### src/core/rtc_consts.svh
// Constants for the counter and periodic tick block: indices, fields, resets, timing
// How it works
// - Count equal to limit wraps to zero, flags
// - Count equal to compare sets match flag
// - Tick flag set each selected period elapsed
// - Irq asserted while enable and flag set
// - Separate flags, enables, irq for counter, tick
// - Counter runs idle; standby only if enabled
// - Tick generator runs in every sleep mode
// - Logic on counter clock; updates take sync delay
// - Busy flags for compare, limit, count, control
// - Busy flag for tick control synchronization
// - Halt stops counter unless run-while-halted set
// - Halt forces tick output low unless allowed
// - Resume with tick high gives fresh edge
// - Divider divides counter clock by two^field
// - Control write acts after two counter clocks
// - Control resets zero; bit7, bits6:3, bit0
// - Prescaler stops when both enables are clear
// - Writing one clears flag, zero leaves it
// - Two-bit source select picks counter clock
// - Shared byte latch gives atomic 16-bit access
`ifndef RTC_CONSTS_SVH
`define RTC_CONSTS_SVH

// Register indices; byte address is four times the index
`define IDX_MAIN_CONTROL  6'h00
`define IDX_SYNC_STATUS   6'h01
`define IDX_IRQ_ENABLE    6'h02
`define IDX_IRQ_FLAGS     6'h03
`define IDX_LATCH         6'h04
`define IDX_HALT          6'h05
`define IDX_SOURCE        6'h07
`define IDX_COUNT_LO      6'h08
`define IDX_COUNT_HI      6'h09
`define IDX_LIMIT_LO      6'h0A
`define IDX_LIMIT_HI      6'h0B
`define IDX_MATCH_LO      6'h0C
`define IDX_MATCH_HI      6'h0D
`define IDX_TICK_CONTROL  6'h10
`define IDX_TICK_STATUS   6'h11
`define IDX_TICK_IRQ_EN   6'h12
`define IDX_TICK_FLAG     6'h13
`define IDX_TICK_HALT     6'h15

// Field positions
`define BIT_WRAP          0
`define BIT_MATCH         1
`define CTRL_WMASK        8'hF9
`define TICK_WMASK        8'h79

// Synchronization channels, in busy status bit order
`define SYNC_CTRL         0
`define SYNC_COUNT        1
`define SYNC_LIMIT        2
`define SYNC_MATCH        3
`define SYNC_TICK         4
`define SYNC_CHANNELS     5
`define SYNC_TICKS        2'h2

// Source select codes
`define SRC_INT32K        2'h0
`define SRC_INT1K         2'h1
`define SRC_XTAL          2'h2
`define SRC_EXT           2'h3

// Tick period codes that select no prescaler bit
`define PERIOD_OFF        4'h0
`define PERIOD_NONE       4'hF

// Reset values
`define RESET_BYTE        8'h00
`define RESET_WORD        16'h0000
`define RESET_LIMIT       16'hFFFF
`define RESET_PRESC       15'h0000
`define PRESC_ONE         15'h0001

`endif

### src/core/rtc_pkg.sv
// Types shared by the counter and periodic tick block
package rtc_pkg;

  // Main control layout
  typedef struct packed {
    logic       keep_running_standby;
    logic [3:0] divider;
    logic [1:0] reserved;
    logic       counter_enable;
  } main_control_type;

  // Tick control layout
  typedef struct packed {
    logic       reserved_hi;
    logic [3:0] period;
    logic [1:0] reserved_lo;
    logic       tick_enable;
  } tick_control_type;

endpackage

### src/core/rtc_counter_tick.sv
// Real-time counter with periodic tick generator behind an APB slave
//
// Design decision made here: register access over APB.
`timescale 1ns/1ns
`include "rtc_consts.svh"

module rtc_counter_tick
  import rtc_pkg::*;
(
  input  wire logic        mclk,
  input  wire logic        sys_rst,
  input  wire logic        psel,
  input  wire logic        penable,
  input  wire logic        pwrite,
  input  wire logic [7:0]  paddr,
  input  wire logic [31:0] pwdata,
  output logic      [31:0] prdata,
  output logic             pready,
  output logic             pslverr,
  input  wire logic        src_int32k,
  input  wire logic        src_int1k,
  input  wire logic        src_xtal,
  input  wire logic        src_ext,
  input  wire logic        sleep_standby,
  input  wire logic        debug_halt,
  output logic             irq_counter,
  output logic             irq_tick
);

  // Bus decode
  logic [5:0]             idx;          // Word index
  logic                   access;       // Access phase seen
  logic                   done;         // Transfer completes this edge
  logic                   wr;           // Write completes
  logic                   rd;           // Read completes
  logic                   mapped;       // Index names a register
  logic [7:0]             wdat;         // Write byte
  logic [7:0]             rd_byte;      // Read mux output

  // Software-visible registers
  main_control_type       stage_ctrl;   // Control as written
  main_control_type       act_ctrl;     // Control in force
  tick_control_type       stage_tick;   // Tick control as written
  tick_control_type       act_tick;     // Tick control in force
  logic [1:0]             irq_en;       // Match and wrap enables
  logic [1:0]             flags;        // Match and wrap flags
  logic                   tick_irq_en;  // Tick enable
  logic                   tick_flag;    // Tick flag
  logic [7:0]             latch;        // Shared byte latch: low byte on writes, high byte on reads
  logic                   run_halted;   // Counter runs in halt
  logic                   tick_halted;  // Tick runs in halt
  logic [1:0]             src_sel;      // Counter clock source
  logic [15:0]            count;        // Live count
  logic [15:0]            stage_count;  // Count waiting to load
  logic [15:0]            stage_limit;  // Limit as written
  logic [15:0]            act_limit;    // Limit in force
  logic [15:0]            stage_match;  // Compare as written
  logic [15:0]            act_match;    // Compare in force

  // Counter clock domain emulation
  logic                   src_now;      // Selected source level
  logic                   src_prev;     // Level one cycle ago
  logic                   rtc_tick;     // One counter clock edge
  logic [14:0]            presc;        // Shared prescaler
  logic [15:0]            presc_ext;    // Prescaler padded for index
  logic [15:0]            div_full;     // One shifted by divider
  logic [14:0]            div_mask;     // Low prescaler bits to fill
  logic                   presc_run;    // Either function enabled
  logic                   counter_run;  // Counter allowed to step
  logic                   count_event;  // Prescaled step
  logic                   wrap_set;     // Wrap happens now
  logic                   match_set;    // Match happens now
  logic                   tick_valid;   // Period code selects a bit
  logic                   tick_out;     // Tick output level
  logic                   tick_prev;    // Tick output last cycle
  logic                   tick_set;     // Tick rising edge
  logic [1:0]             flag_clr;     // Write-one-to-clear mask
  logic                   tick_clr;     // Tick flag clear

  // Synchronization
  logic [`SYNC_CHANNELS-1:0] wr_sync;   // Write into a synced register
  logic [`SYNC_CHANNELS-1:0] busy;      // Still synchronizing
  logic [`SYNC_CHANNELS-1:0] apply;     // Value takes effect now

  // Bus phase terms
  assign idx    = paddr[7:2];
  assign access = psel & penable;
  assign done   = access & pready;
  assign wr     = done & pwrite;
  assign rd     = done & ~pwrite;
  assign wdat   = pwdata[7:0];

  // Address map check; misaligned byte addresses are unmapped
  always_comb begin
    mapped = 1'b0;
    if (paddr[1:0] == 2'h0) begin
      unique case (idx)
        `IDX_MAIN_CONTROL, `IDX_SYNC_STATUS, `IDX_IRQ_ENABLE,
        `IDX_IRQ_FLAGS, `IDX_LATCH, `IDX_HALT, `IDX_SOURCE,
        `IDX_COUNT_LO, `IDX_COUNT_HI, `IDX_LIMIT_LO, `IDX_LIMIT_HI,
        `IDX_MATCH_LO, `IDX_MATCH_HI, `IDX_TICK_CONTROL,
        `IDX_TICK_STATUS, `IDX_TICK_IRQ_EN, `IDX_TICK_FLAG,
        `IDX_TICK_HALT: mapped = 1'b1;
        default: mapped = 1'b0;
      endcase
    end
  end

  // Read mux; high bytes come from the latch so the pair reads atomically
  always_comb begin
    rd_byte = `RESET_BYTE;
    unique case (idx)
      `IDX_MAIN_CONTROL: rd_byte = stage_ctrl;
      `IDX_SYNC_STATUS:  rd_byte = {4'h0, busy[`SYNC_MATCH:`SYNC_CTRL]};
      `IDX_IRQ_ENABLE:   rd_byte = {6'h00, irq_en};
      `IDX_IRQ_FLAGS:    rd_byte = {6'h00, flags};
      `IDX_LATCH:        rd_byte = latch;
      `IDX_HALT:         rd_byte = {7'h00, run_halted};
      `IDX_SOURCE:       rd_byte = {6'h00, src_sel};
      `IDX_COUNT_LO:     rd_byte = count[7:0];
      `IDX_LIMIT_LO:     rd_byte = stage_limit[7:0];
      `IDX_MATCH_LO:     rd_byte = stage_match[7:0];
      `IDX_COUNT_HI,
      `IDX_LIMIT_HI,
      `IDX_MATCH_HI:     rd_byte = latch;
      `IDX_TICK_CONTROL: rd_byte = stage_tick;
      `IDX_TICK_STATUS:  rd_byte = {7'h00, busy[`SYNC_TICK]};
      `IDX_TICK_IRQ_EN:  rd_byte = {7'h00, tick_irq_en};
      `IDX_TICK_FLAG:    rd_byte = {7'h00, tick_flag};
      `IDX_TICK_HALT:    rd_byte = {7'h00, tick_halted};
      default:           rd_byte = `RESET_BYTE;
    endcase
    if (!mapped) begin
      rd_byte = `RESET_BYTE;
    end
  end

  // One wait state: pready rises in the second access cycle
  always_ff @(posedge mclk or posedge sys_rst) begin
    if (sys_rst) begin
      pready  <= 1'b0;
      pslverr <= 1'b0;
      prdata  <= {24'h00_0000, `RESET_BYTE};
    end else begin
      pready <= access & ~pready;
      if (access & ~pready) begin
        pslverr <= ~mapped;
        prdata  <= {24'h00_0000, rd_byte};
      end else begin
        pslverr <= 1'b0;
      end
    end
  end

  // Writes into registers that cross into the counter clock domain
  always_comb begin
    wr_sync = '0;
    if (wr & mapped) begin
      wr_sync[`SYNC_CTRL]  = (idx == `IDX_MAIN_CONTROL);
      wr_sync[`SYNC_COUNT] = (idx == `IDX_COUNT_HI);
      wr_sync[`SYNC_LIMIT] = (idx == `IDX_LIMIT_HI);
      wr_sync[`SYNC_MATCH] = (idx == `IDX_MATCH_HI);
      wr_sync[`SYNC_TICK]  = (idx == `IDX_TICK_CONTROL);
    end
  end

  // Per-register sync tracker: busy until two counter clock edges pass.
  // A second write while busy restarts the wait; software should not do it.
  genvar g;
  generate
    for (g = 0; g < `SYNC_CHANNELS; g++) begin : g_sync
      logic [1:0] phase; // Counter clock edges seen since write
      assign apply[g] = busy[g] & rtc_tick & (phase == `SYNC_TICKS - 2'h1);
      always_ff @(posedge mclk or posedge sys_rst) begin
        if (sys_rst) begin
          busy[g] <= 1'b0;
          phase   <= 2'h0;
        end else if (wr_sync[g]) begin
          busy[g] <= 1'b1;
          phase   <= 2'h0;
        end else if (apply[g]) begin
          busy[g] <= 1'b0;
          phase   <= 2'h0;
        end else if (busy[g] & rtc_tick) begin
          phase <= phase + 2'h1;
        end
      end
    end
  endgenerate

  // Plain configuration registers written straight from the bus
  always_ff @(posedge mclk or posedge sys_rst) begin
    if (sys_rst) begin
      stage_ctrl  <= main_control_type'(`RESET_BYTE);
      stage_tick  <= tick_control_type'(`RESET_BYTE);
      irq_en      <= 2'h0;
      tick_irq_en <= 1'b0;
      run_halted  <= 1'b0;
      tick_halted <= 1'b0;
      src_sel     <= `SRC_INT32K;
    end else if (wr & mapped) begin
      unique case (idx)
        `IDX_MAIN_CONTROL: stage_ctrl  <= main_control_type'(wdat & `CTRL_WMASK);
        `IDX_TICK_CONTROL: stage_tick  <= tick_control_type'(wdat & `TICK_WMASK);
        `IDX_IRQ_ENABLE:   irq_en      <= wdat[1:0];
        `IDX_TICK_IRQ_EN:  tick_irq_en <= wdat[0];
        `IDX_HALT:         run_halted  <= wdat[0];
        `IDX_TICK_HALT:    tick_halted <= wdat[0];
        `IDX_SOURCE:       src_sel     <= wdat[1:0];
        default: begin
        end
      endcase
    end
  end

  // Shared latch: low-byte write parks data, low-byte read captures high byte
  always_ff @(posedge mclk or posedge sys_rst) begin
    if (sys_rst) begin
      latch <= `RESET_BYTE;
    end else if (wr & mapped) begin
      if (idx == `IDX_LATCH || idx == `IDX_COUNT_LO ||
          idx == `IDX_LIMIT_LO || idx == `IDX_MATCH_LO) begin
        latch <= wdat;
      end
    end else if (rd & mapped) begin
      unique case (idx)
        `IDX_COUNT_LO: latch <= count[15:8];
        `IDX_LIMIT_LO: latch <= stage_limit[15:8];
        `IDX_MATCH_LO: latch <= stage_match[15:8];
        default: begin
        end
      endcase
    end
  end

  // Sixteen-bit values staged on the high-byte write, with the latch as low byte
  always_ff @(posedge mclk or posedge sys_rst) begin
    if (sys_rst) begin
      stage_count <= `RESET_WORD;
      stage_limit <= `RESET_LIMIT;
      stage_match <= `RESET_WORD;
    end else begin
      if (wr_sync[`SYNC_COUNT]) begin
        stage_count <= {wdat, latch};
      end
      if (wr_sync[`SYNC_LIMIT]) begin
        stage_limit <= {wdat, latch};
      end
      if (wr_sync[`SYNC_MATCH]) begin
        stage_match <= {wdat, latch};
      end
    end
  end

  // Values in force, loaded only when synchronization finishes
  always_ff @(posedge mclk or posedge sys_rst) begin
    if (sys_rst) begin
      act_ctrl  <= main_control_type'(`RESET_BYTE);
      act_tick  <= tick_control_type'(`RESET_BYTE);
      act_limit <= `RESET_LIMIT;
      act_match <= `RESET_WORD;
    end else begin
      if (apply[`SYNC_CTRL]) begin
        act_ctrl <= stage_ctrl;
      end
      if (apply[`SYNC_TICK]) begin
        act_tick <= stage_tick;
      end
      if (apply[`SYNC_LIMIT]) begin
        act_limit <= stage_limit;
      end
      if (apply[`SYNC_MATCH]) begin
        act_match <= stage_match;
      end
    end
  end

  // Counter clock source mux
  always_comb begin
    unique case (src_sel)
      `SRC_INT32K: src_now = src_int32k;
      `SRC_INT1K:  src_now = src_int1k;
      `SRC_XTAL:   src_now = src_xtal;
      `SRC_EXT:    src_now = src_ext;
    endcase
  end

  // Rising edge of the selected source stands in for one counter clock.
  // Sources must be slower than half of mclk or edges are missed.
  always_ff @(posedge mclk or posedge sys_rst) begin
    if (sys_rst) begin
      src_prev <= 1'b0;
    end else begin
      src_prev <= src_now;
    end
  end
  assign rtc_tick = src_now & ~src_prev;

  // Prescaler runs while either function is on, otherwise held cleared
  assign presc_run = act_ctrl.counter_enable | act_tick.tick_enable;
  always_ff @(posedge mclk or posedge sys_rst) begin
    if (sys_rst) begin
      presc <= `RESET_PRESC;
    end else if (!presc_run) begin
      presc <= `RESET_PRESC;
    end else if (rtc_tick) begin
      presc <= presc + `PRESC_ONE;
    end
  end

  // A step comes when the low divider bits are all ones: divide by 2^field
  assign div_full    = 16'h0001 << act_ctrl.divider;
  assign div_mask    = div_full[14:0] - `PRESC_ONE;
  assign counter_run = act_ctrl.counter_enable
                     & ~(sleep_standby & ~act_ctrl.keep_running_standby)
                     & ~(debug_halt & ~run_halted);
  assign count_event = rtc_tick & counter_run & ((presc & div_mask) == div_mask);
  assign wrap_set    = count_event & (count == act_limit);
  assign match_set   = count_event & (count == act_match);

  // Live count: a synced load wins over a step
  always_ff @(posedge mclk or posedge sys_rst) begin
    if (sys_rst) begin
      count <= `RESET_WORD;
    end else if (apply[`SYNC_COUNT]) begin
      count <= stage_count;
    end else if (wrap_set) begin
      count <= `RESET_WORD;
    end else if (count_event) begin
      count <= count + 16'h0001;
    end
  end

  // Tick picks one prescaler bit; the halt gate forces it low
  assign presc_ext  = {1'b0, presc};
  assign tick_valid = (act_tick.period != `PERIOD_OFF) & (act_tick.period != `PERIOD_NONE);
  assign tick_out   = act_tick.tick_enable & tick_valid & presc_ext[act_tick.period]
                    & ~(debug_halt & ~tick_halted);

  // Edge detector; a release while the bit is high gives a fresh edge
  always_ff @(posedge mclk or posedge sys_rst) begin
    if (sys_rst) begin
      tick_prev <= 1'b0;
    end else begin
      tick_prev <= tick_out;
    end
  end
  assign tick_set = tick_out & ~tick_prev;

  // Write-one-to-clear masks
  assign flag_clr = (wr & mapped & (idx == `IDX_IRQ_FLAGS)) ? wdat[1:0] : 2'h0;
  assign tick_clr = wr & mapped & (idx == `IDX_TICK_FLAG) & wdat[0];

  // Sticky flags; a set in the same cycle as a clear wins
  always_ff @(posedge mclk or posedge sys_rst) begin
    if (sys_rst) begin
      flags     <= 2'h0;
      tick_flag <= 1'b0;
    end else begin
      flags[`BIT_WRAP]  <= (flags[`BIT_WRAP] & ~flag_clr[`BIT_WRAP]) | wrap_set;
      flags[`BIT_MATCH] <= (flags[`BIT_MATCH] & ~flag_clr[`BIT_MATCH]) | match_set;
      tick_flag         <= (tick_flag & ~tick_clr) | tick_set;
    end
  end

  // Two request lines, held while enable and flag stand together
  always_ff @(posedge mclk or posedge sys_rst) begin
    if (sys_rst) begin
      irq_counter <= 1'b0;
      irq_tick    <= 1'b0;
    end else begin
      irq_counter <= |(flags & irq_en);
      irq_tick    <= tick_flag & tick_irq_en;
    end
  end

endmodule

### config.mk
export PLATFORM = sky130hd
export DESIGN_NAME = rtc_counter_tick
export DESIGN_NICKNAME = d
export VERILOG_FILES = /design/src/core/rtc_pkg.sv /design/src/core/rtc_counter_tick.sv
export VERILOG_INCLUDE_DIRS = /design/src /design/src/core
export SDC_FILE = /design/constraint.sdc
export NUM_CORES = 1
export LEC_CHECK = 0
export ABC_AREA = 1
export BUFFER_PORTS_ARGS = -buffer_cell sky130_fd_sc_hd__buf_2
export CAP_MARGIN = 10
export CORE_ASPECT_RATIO = 0.75
export CORE_MARGIN = 1
export CORE_UTILIZATION = 54
export DETAILED_ROUTE_END_ITERATION = 10
export GPL_TIMING_DRIVEN = 0
export PLACE_DENSITY_LB_ADDON = 0.08
export SYNTH_ARGS = -nofsm -noshare
export SYNTH_HDL_FRONTEND = slang
export SYNTH_SLANG_ARGS = --single-unit
export TNS_END_PERCENT = 100
### constraint.sdc
create_clock -name mclk -period 4.75 [get_ports mclk]
set_clock_uncertainty 0.1 [all_clocks]
set_input_delay 0.2375 -clock mclk [delete_from_list [all_inputs] [get_ports mclk]]
set_output_delay 0.2375 -clock mclk [all_outputs]
set_load 0.005 [all_outputs]
==> flow_summary.json <==
{
  "relSlewSlack_pct": 45.2,
  "initial_utilization_pct": 55.8,
  "critPathRequiredTime_ns": 4.97,
  "first_iter_violations": 819,
  "ant_nets": 0,
  "hold_path.class": "input port to register",
  "io_pins": 87,
  "setup_slack_ns": 2.03,
  "synth_most_common_cell": "nand2_1",
  "synth_warnings": 0,
  "seq_area_frac_synth_pct": 47.9,
  "synth.distinct_cells": 39,
  "routed_via_density": 5.53,
  "n_antenna_cell": 0,
  "dieArea_mm2": 0.0181,
  "synth_cells": 1236,
  "vdd_drop_max_mv": 0.208,
  "postPlaceCellArea_mm2": 0.0101,
  "routedWlPerCell_um": 17.2,
  "fin_hold_ws_ns": 0.0132,
  "fp.dieH_um": 117,
  "p_leak_nw": 5.65,
  "clkTransAtPathRegs_ns": 0.07,
  "grt_start_max_net_pins": 42,
  "final_util_pct": 63.6,
  "synth_top_area_share_pct": 39.0,
  "synthTopCellsByArea": "dfrtp_1, nand2_1, dfstp_2",
  "syn_area_per_cell_um2": 7.68,
  "worstPathMaxFanout": 10,
  "tns_ns": 0,
  "timing.fmax_mhz": 368,
  "hold_viol": 0,
  "overflow": 0,
  "critPathCaptureType": "register",
  "status": "completed",
  "drtPass1Iterations": 7,
  "syn_area_mm2": 0.00950,
  "ys.flop_type": "dfrtp_1",
  "fp.dieW_um": 155,
  "synth_edf_count": 0,
  "h-tree-depth": 4,
  "cts_setup_buffers": 0,
  "arrival_ns": 2.94,
  "synth.top_cells.by_count": "nand2_1, inv_1, dfrtp_1",
  "drc": 0,
  "finalNonFillerCells": 1573,
  "maxCapViolCount": 0,
  "power_mw": 3.36,
  "dp.cells": 1536,
  "rsz0062_at_grt": "no",
  "fillCellCount": 1512,
  "clk_latency_ns": 0.45,
  "fp-row-count": 41,
  "worst_pin_slew_ns": 0.820,
  "post-dp-hpwl_mm": 20.5,
  "cts_buffers": 17,
  "powerDensity_mw_per_mm2": 310,
  "fin_crit_sh_pct": 57.3,
  "grt_first_pass_wirelength_mm": 43.1,
  "nNetsFinal": 1378,
  "critical_path_class": "register to register",
  "place_congestion": 0.930,
  "pre_cts_slack_ns": 2.09,
  "tritoncts": "yes",
  "fp.coreArea_mm2": 0.0170,
  "slew_viol_final": 0,
  "port_buffers": 37,
  "cp-start-kind": "register",
  "routed_wl_mm": 27.0,
  "setup_viol": 0,
  "cts_root_buf": "clkbuf_16",
  "drive_above_1_share_pct": 13.2,
  "stdcell_area_mm2": 0.0108,
  "synth_area_leader_cell": "dfrtp_1",
  "syn_to_final_growth_pct": 14.0,
  "ys_seq_elements": 180,
  "cts.sinks": 180,
  "grt_pass1_vias": 7855,
  "antenna_found_initial": 0,
  "synthArstFlopShare_pct": 100,
  "min_period_ns": 2.72,
  "clock_path_buffers": 2,
  "vias": 8703,
  "grt_usage_pct": 31.9
}
==> state kept, by name (all words and copies together) (netlist names), 2 cells and up <==
signal / count
latch: 8
presc: 15
g_sync.phase: 10
prdata: 8
act_ctrl: 6
count: 16
stage_match: 16
stage_ctrl: 6
stage_tick: 5
act_match: 16
src_sel: 2
busy: 5
act_tick: 5
stage_count: 16
irq_en: 2
act_limit: 16
stage_limit: 16
flags: 2
==> routing by layer <==
layer	routed length, µm	vias up	global-route usage [%]
li1	-	4096	-
met3	3060	48	9.35
met4	548	0	8.38
met2	10900	427	45.0
met5	0	-	0
met1	12500	4132	47.6
==> cells by family after synthesis <==
group	after synthesis	share of synthesized area (%)
simple gates	588	26.5
buf+inv	230	10.5
compound gates	195	11.1
flops	180	47.9
xor+xnor	39	3.60
fa+ha+maj	3	0.395
other cells	1	0.0395
==> area by class of cell <==
| type | count | area [µm²] | share of cell area (%) |
|---|---|---|---|
| sequential | 180 | 4540 | 42.0 |
| multi-input combinational | 849 | 4040 | 37.3 |
| inverter | 166 | 627 | 5.79 |
| clock buffer | 17 | 425 | 3.93 |
| buffer | 64 | 372 | 3.43 |
| timing repair buffer | 46 | 315 | 2.91 |
| tap | 236 | 295 | 2.73 |
| clock inverter | 15 | 206 | 1.91 |
==> worst paths after layout <==
path	start	endpoint	slack, ns	cells past startpoint
max in group asynchronous	sys_rst	stage_limit[13]$_DFFE_PP1P_	3.17	5
min in group asynchronous	sys_rst	pready$_DFF_PP0_	0.37	3
worst min-delay path	pwdata[1]	stage_limit[9]$_DFFE_PP1P_	0.01	3
worst max-delay path	act_ctrl[4]$_DFFE_PP0P_	count[10]$_DFFE_PP0P_	2.03	17
worst min register to register	prdata[6]$_DFFE_PP0P_	prdata[6]$_DFFE_PP0P_	0.38	2
worst max register to register	act_ctrl[4]$_DFFE_PP0P_	count[10]$_DFFE_PP0P_	2.03	17
==> cells in the final DEF, fill, tap and decap left out, types with 3 or more instances in the layout <==
cell type	count
nand2_1	342
inv_1	157
dfrtp_1	148
o21ai_0	131
nand3_1	96
nor2_1	86
buf_2	56
xor2_1	32
dfstp_2	32
a21oi_1	26
buf_4	26
conb_1	24
nor3_1	19
nand4_1	17
clkbuf_16	17
clkbuf_1	16
o22ai_1	15
nand3b_1	8
xnor2_1	7
nor2_4	6
inv_2	6
o2111ai_1	6
o21ai_1	6
a22oi_1	5
inv_8	5
inv_6	5
dlygate4sd3_1	5
buf_12	4
nor2_2	3
nor4_1	3
or2_2	3
ha_1	3
bufinv_16	3
==> where the power goes <==
group,switching (mW),internal [mW],total [mW]
Combinational,0.148,0.0694,0.218
Clock,0.692,0.856,1.55
Sequential,0.0341,1.56,1.60
Total,0.875,2.49,3.36
==> what timing repair did <==
item                                   CTS  global route
hold buffers                             5             0
endpoints found under the hold margin   27             0
gates resized for setup                  0             0
==> worst max-delay path, cell delays in order (launching register included) <==
cell,delay (ns)
dfrtp_1,0.36
clkbuf_2,0.17
inv_2,0.13
nand2_1,0.09
nor2_1,0.16
inv_1,0.06
ha_1,0.28
inv_1,0.11
a21oi_1,0.06
nand2_1,0.08
nand2_1,0.05
nand3_1,0.08
nand3_1,0.16
inv_1,0.11
nand2_2,0.19
buf_4,0.26
nand3_1,0.08
nand3_1,0.08
No activity file was read; power rests on OpenSTA's default activity.
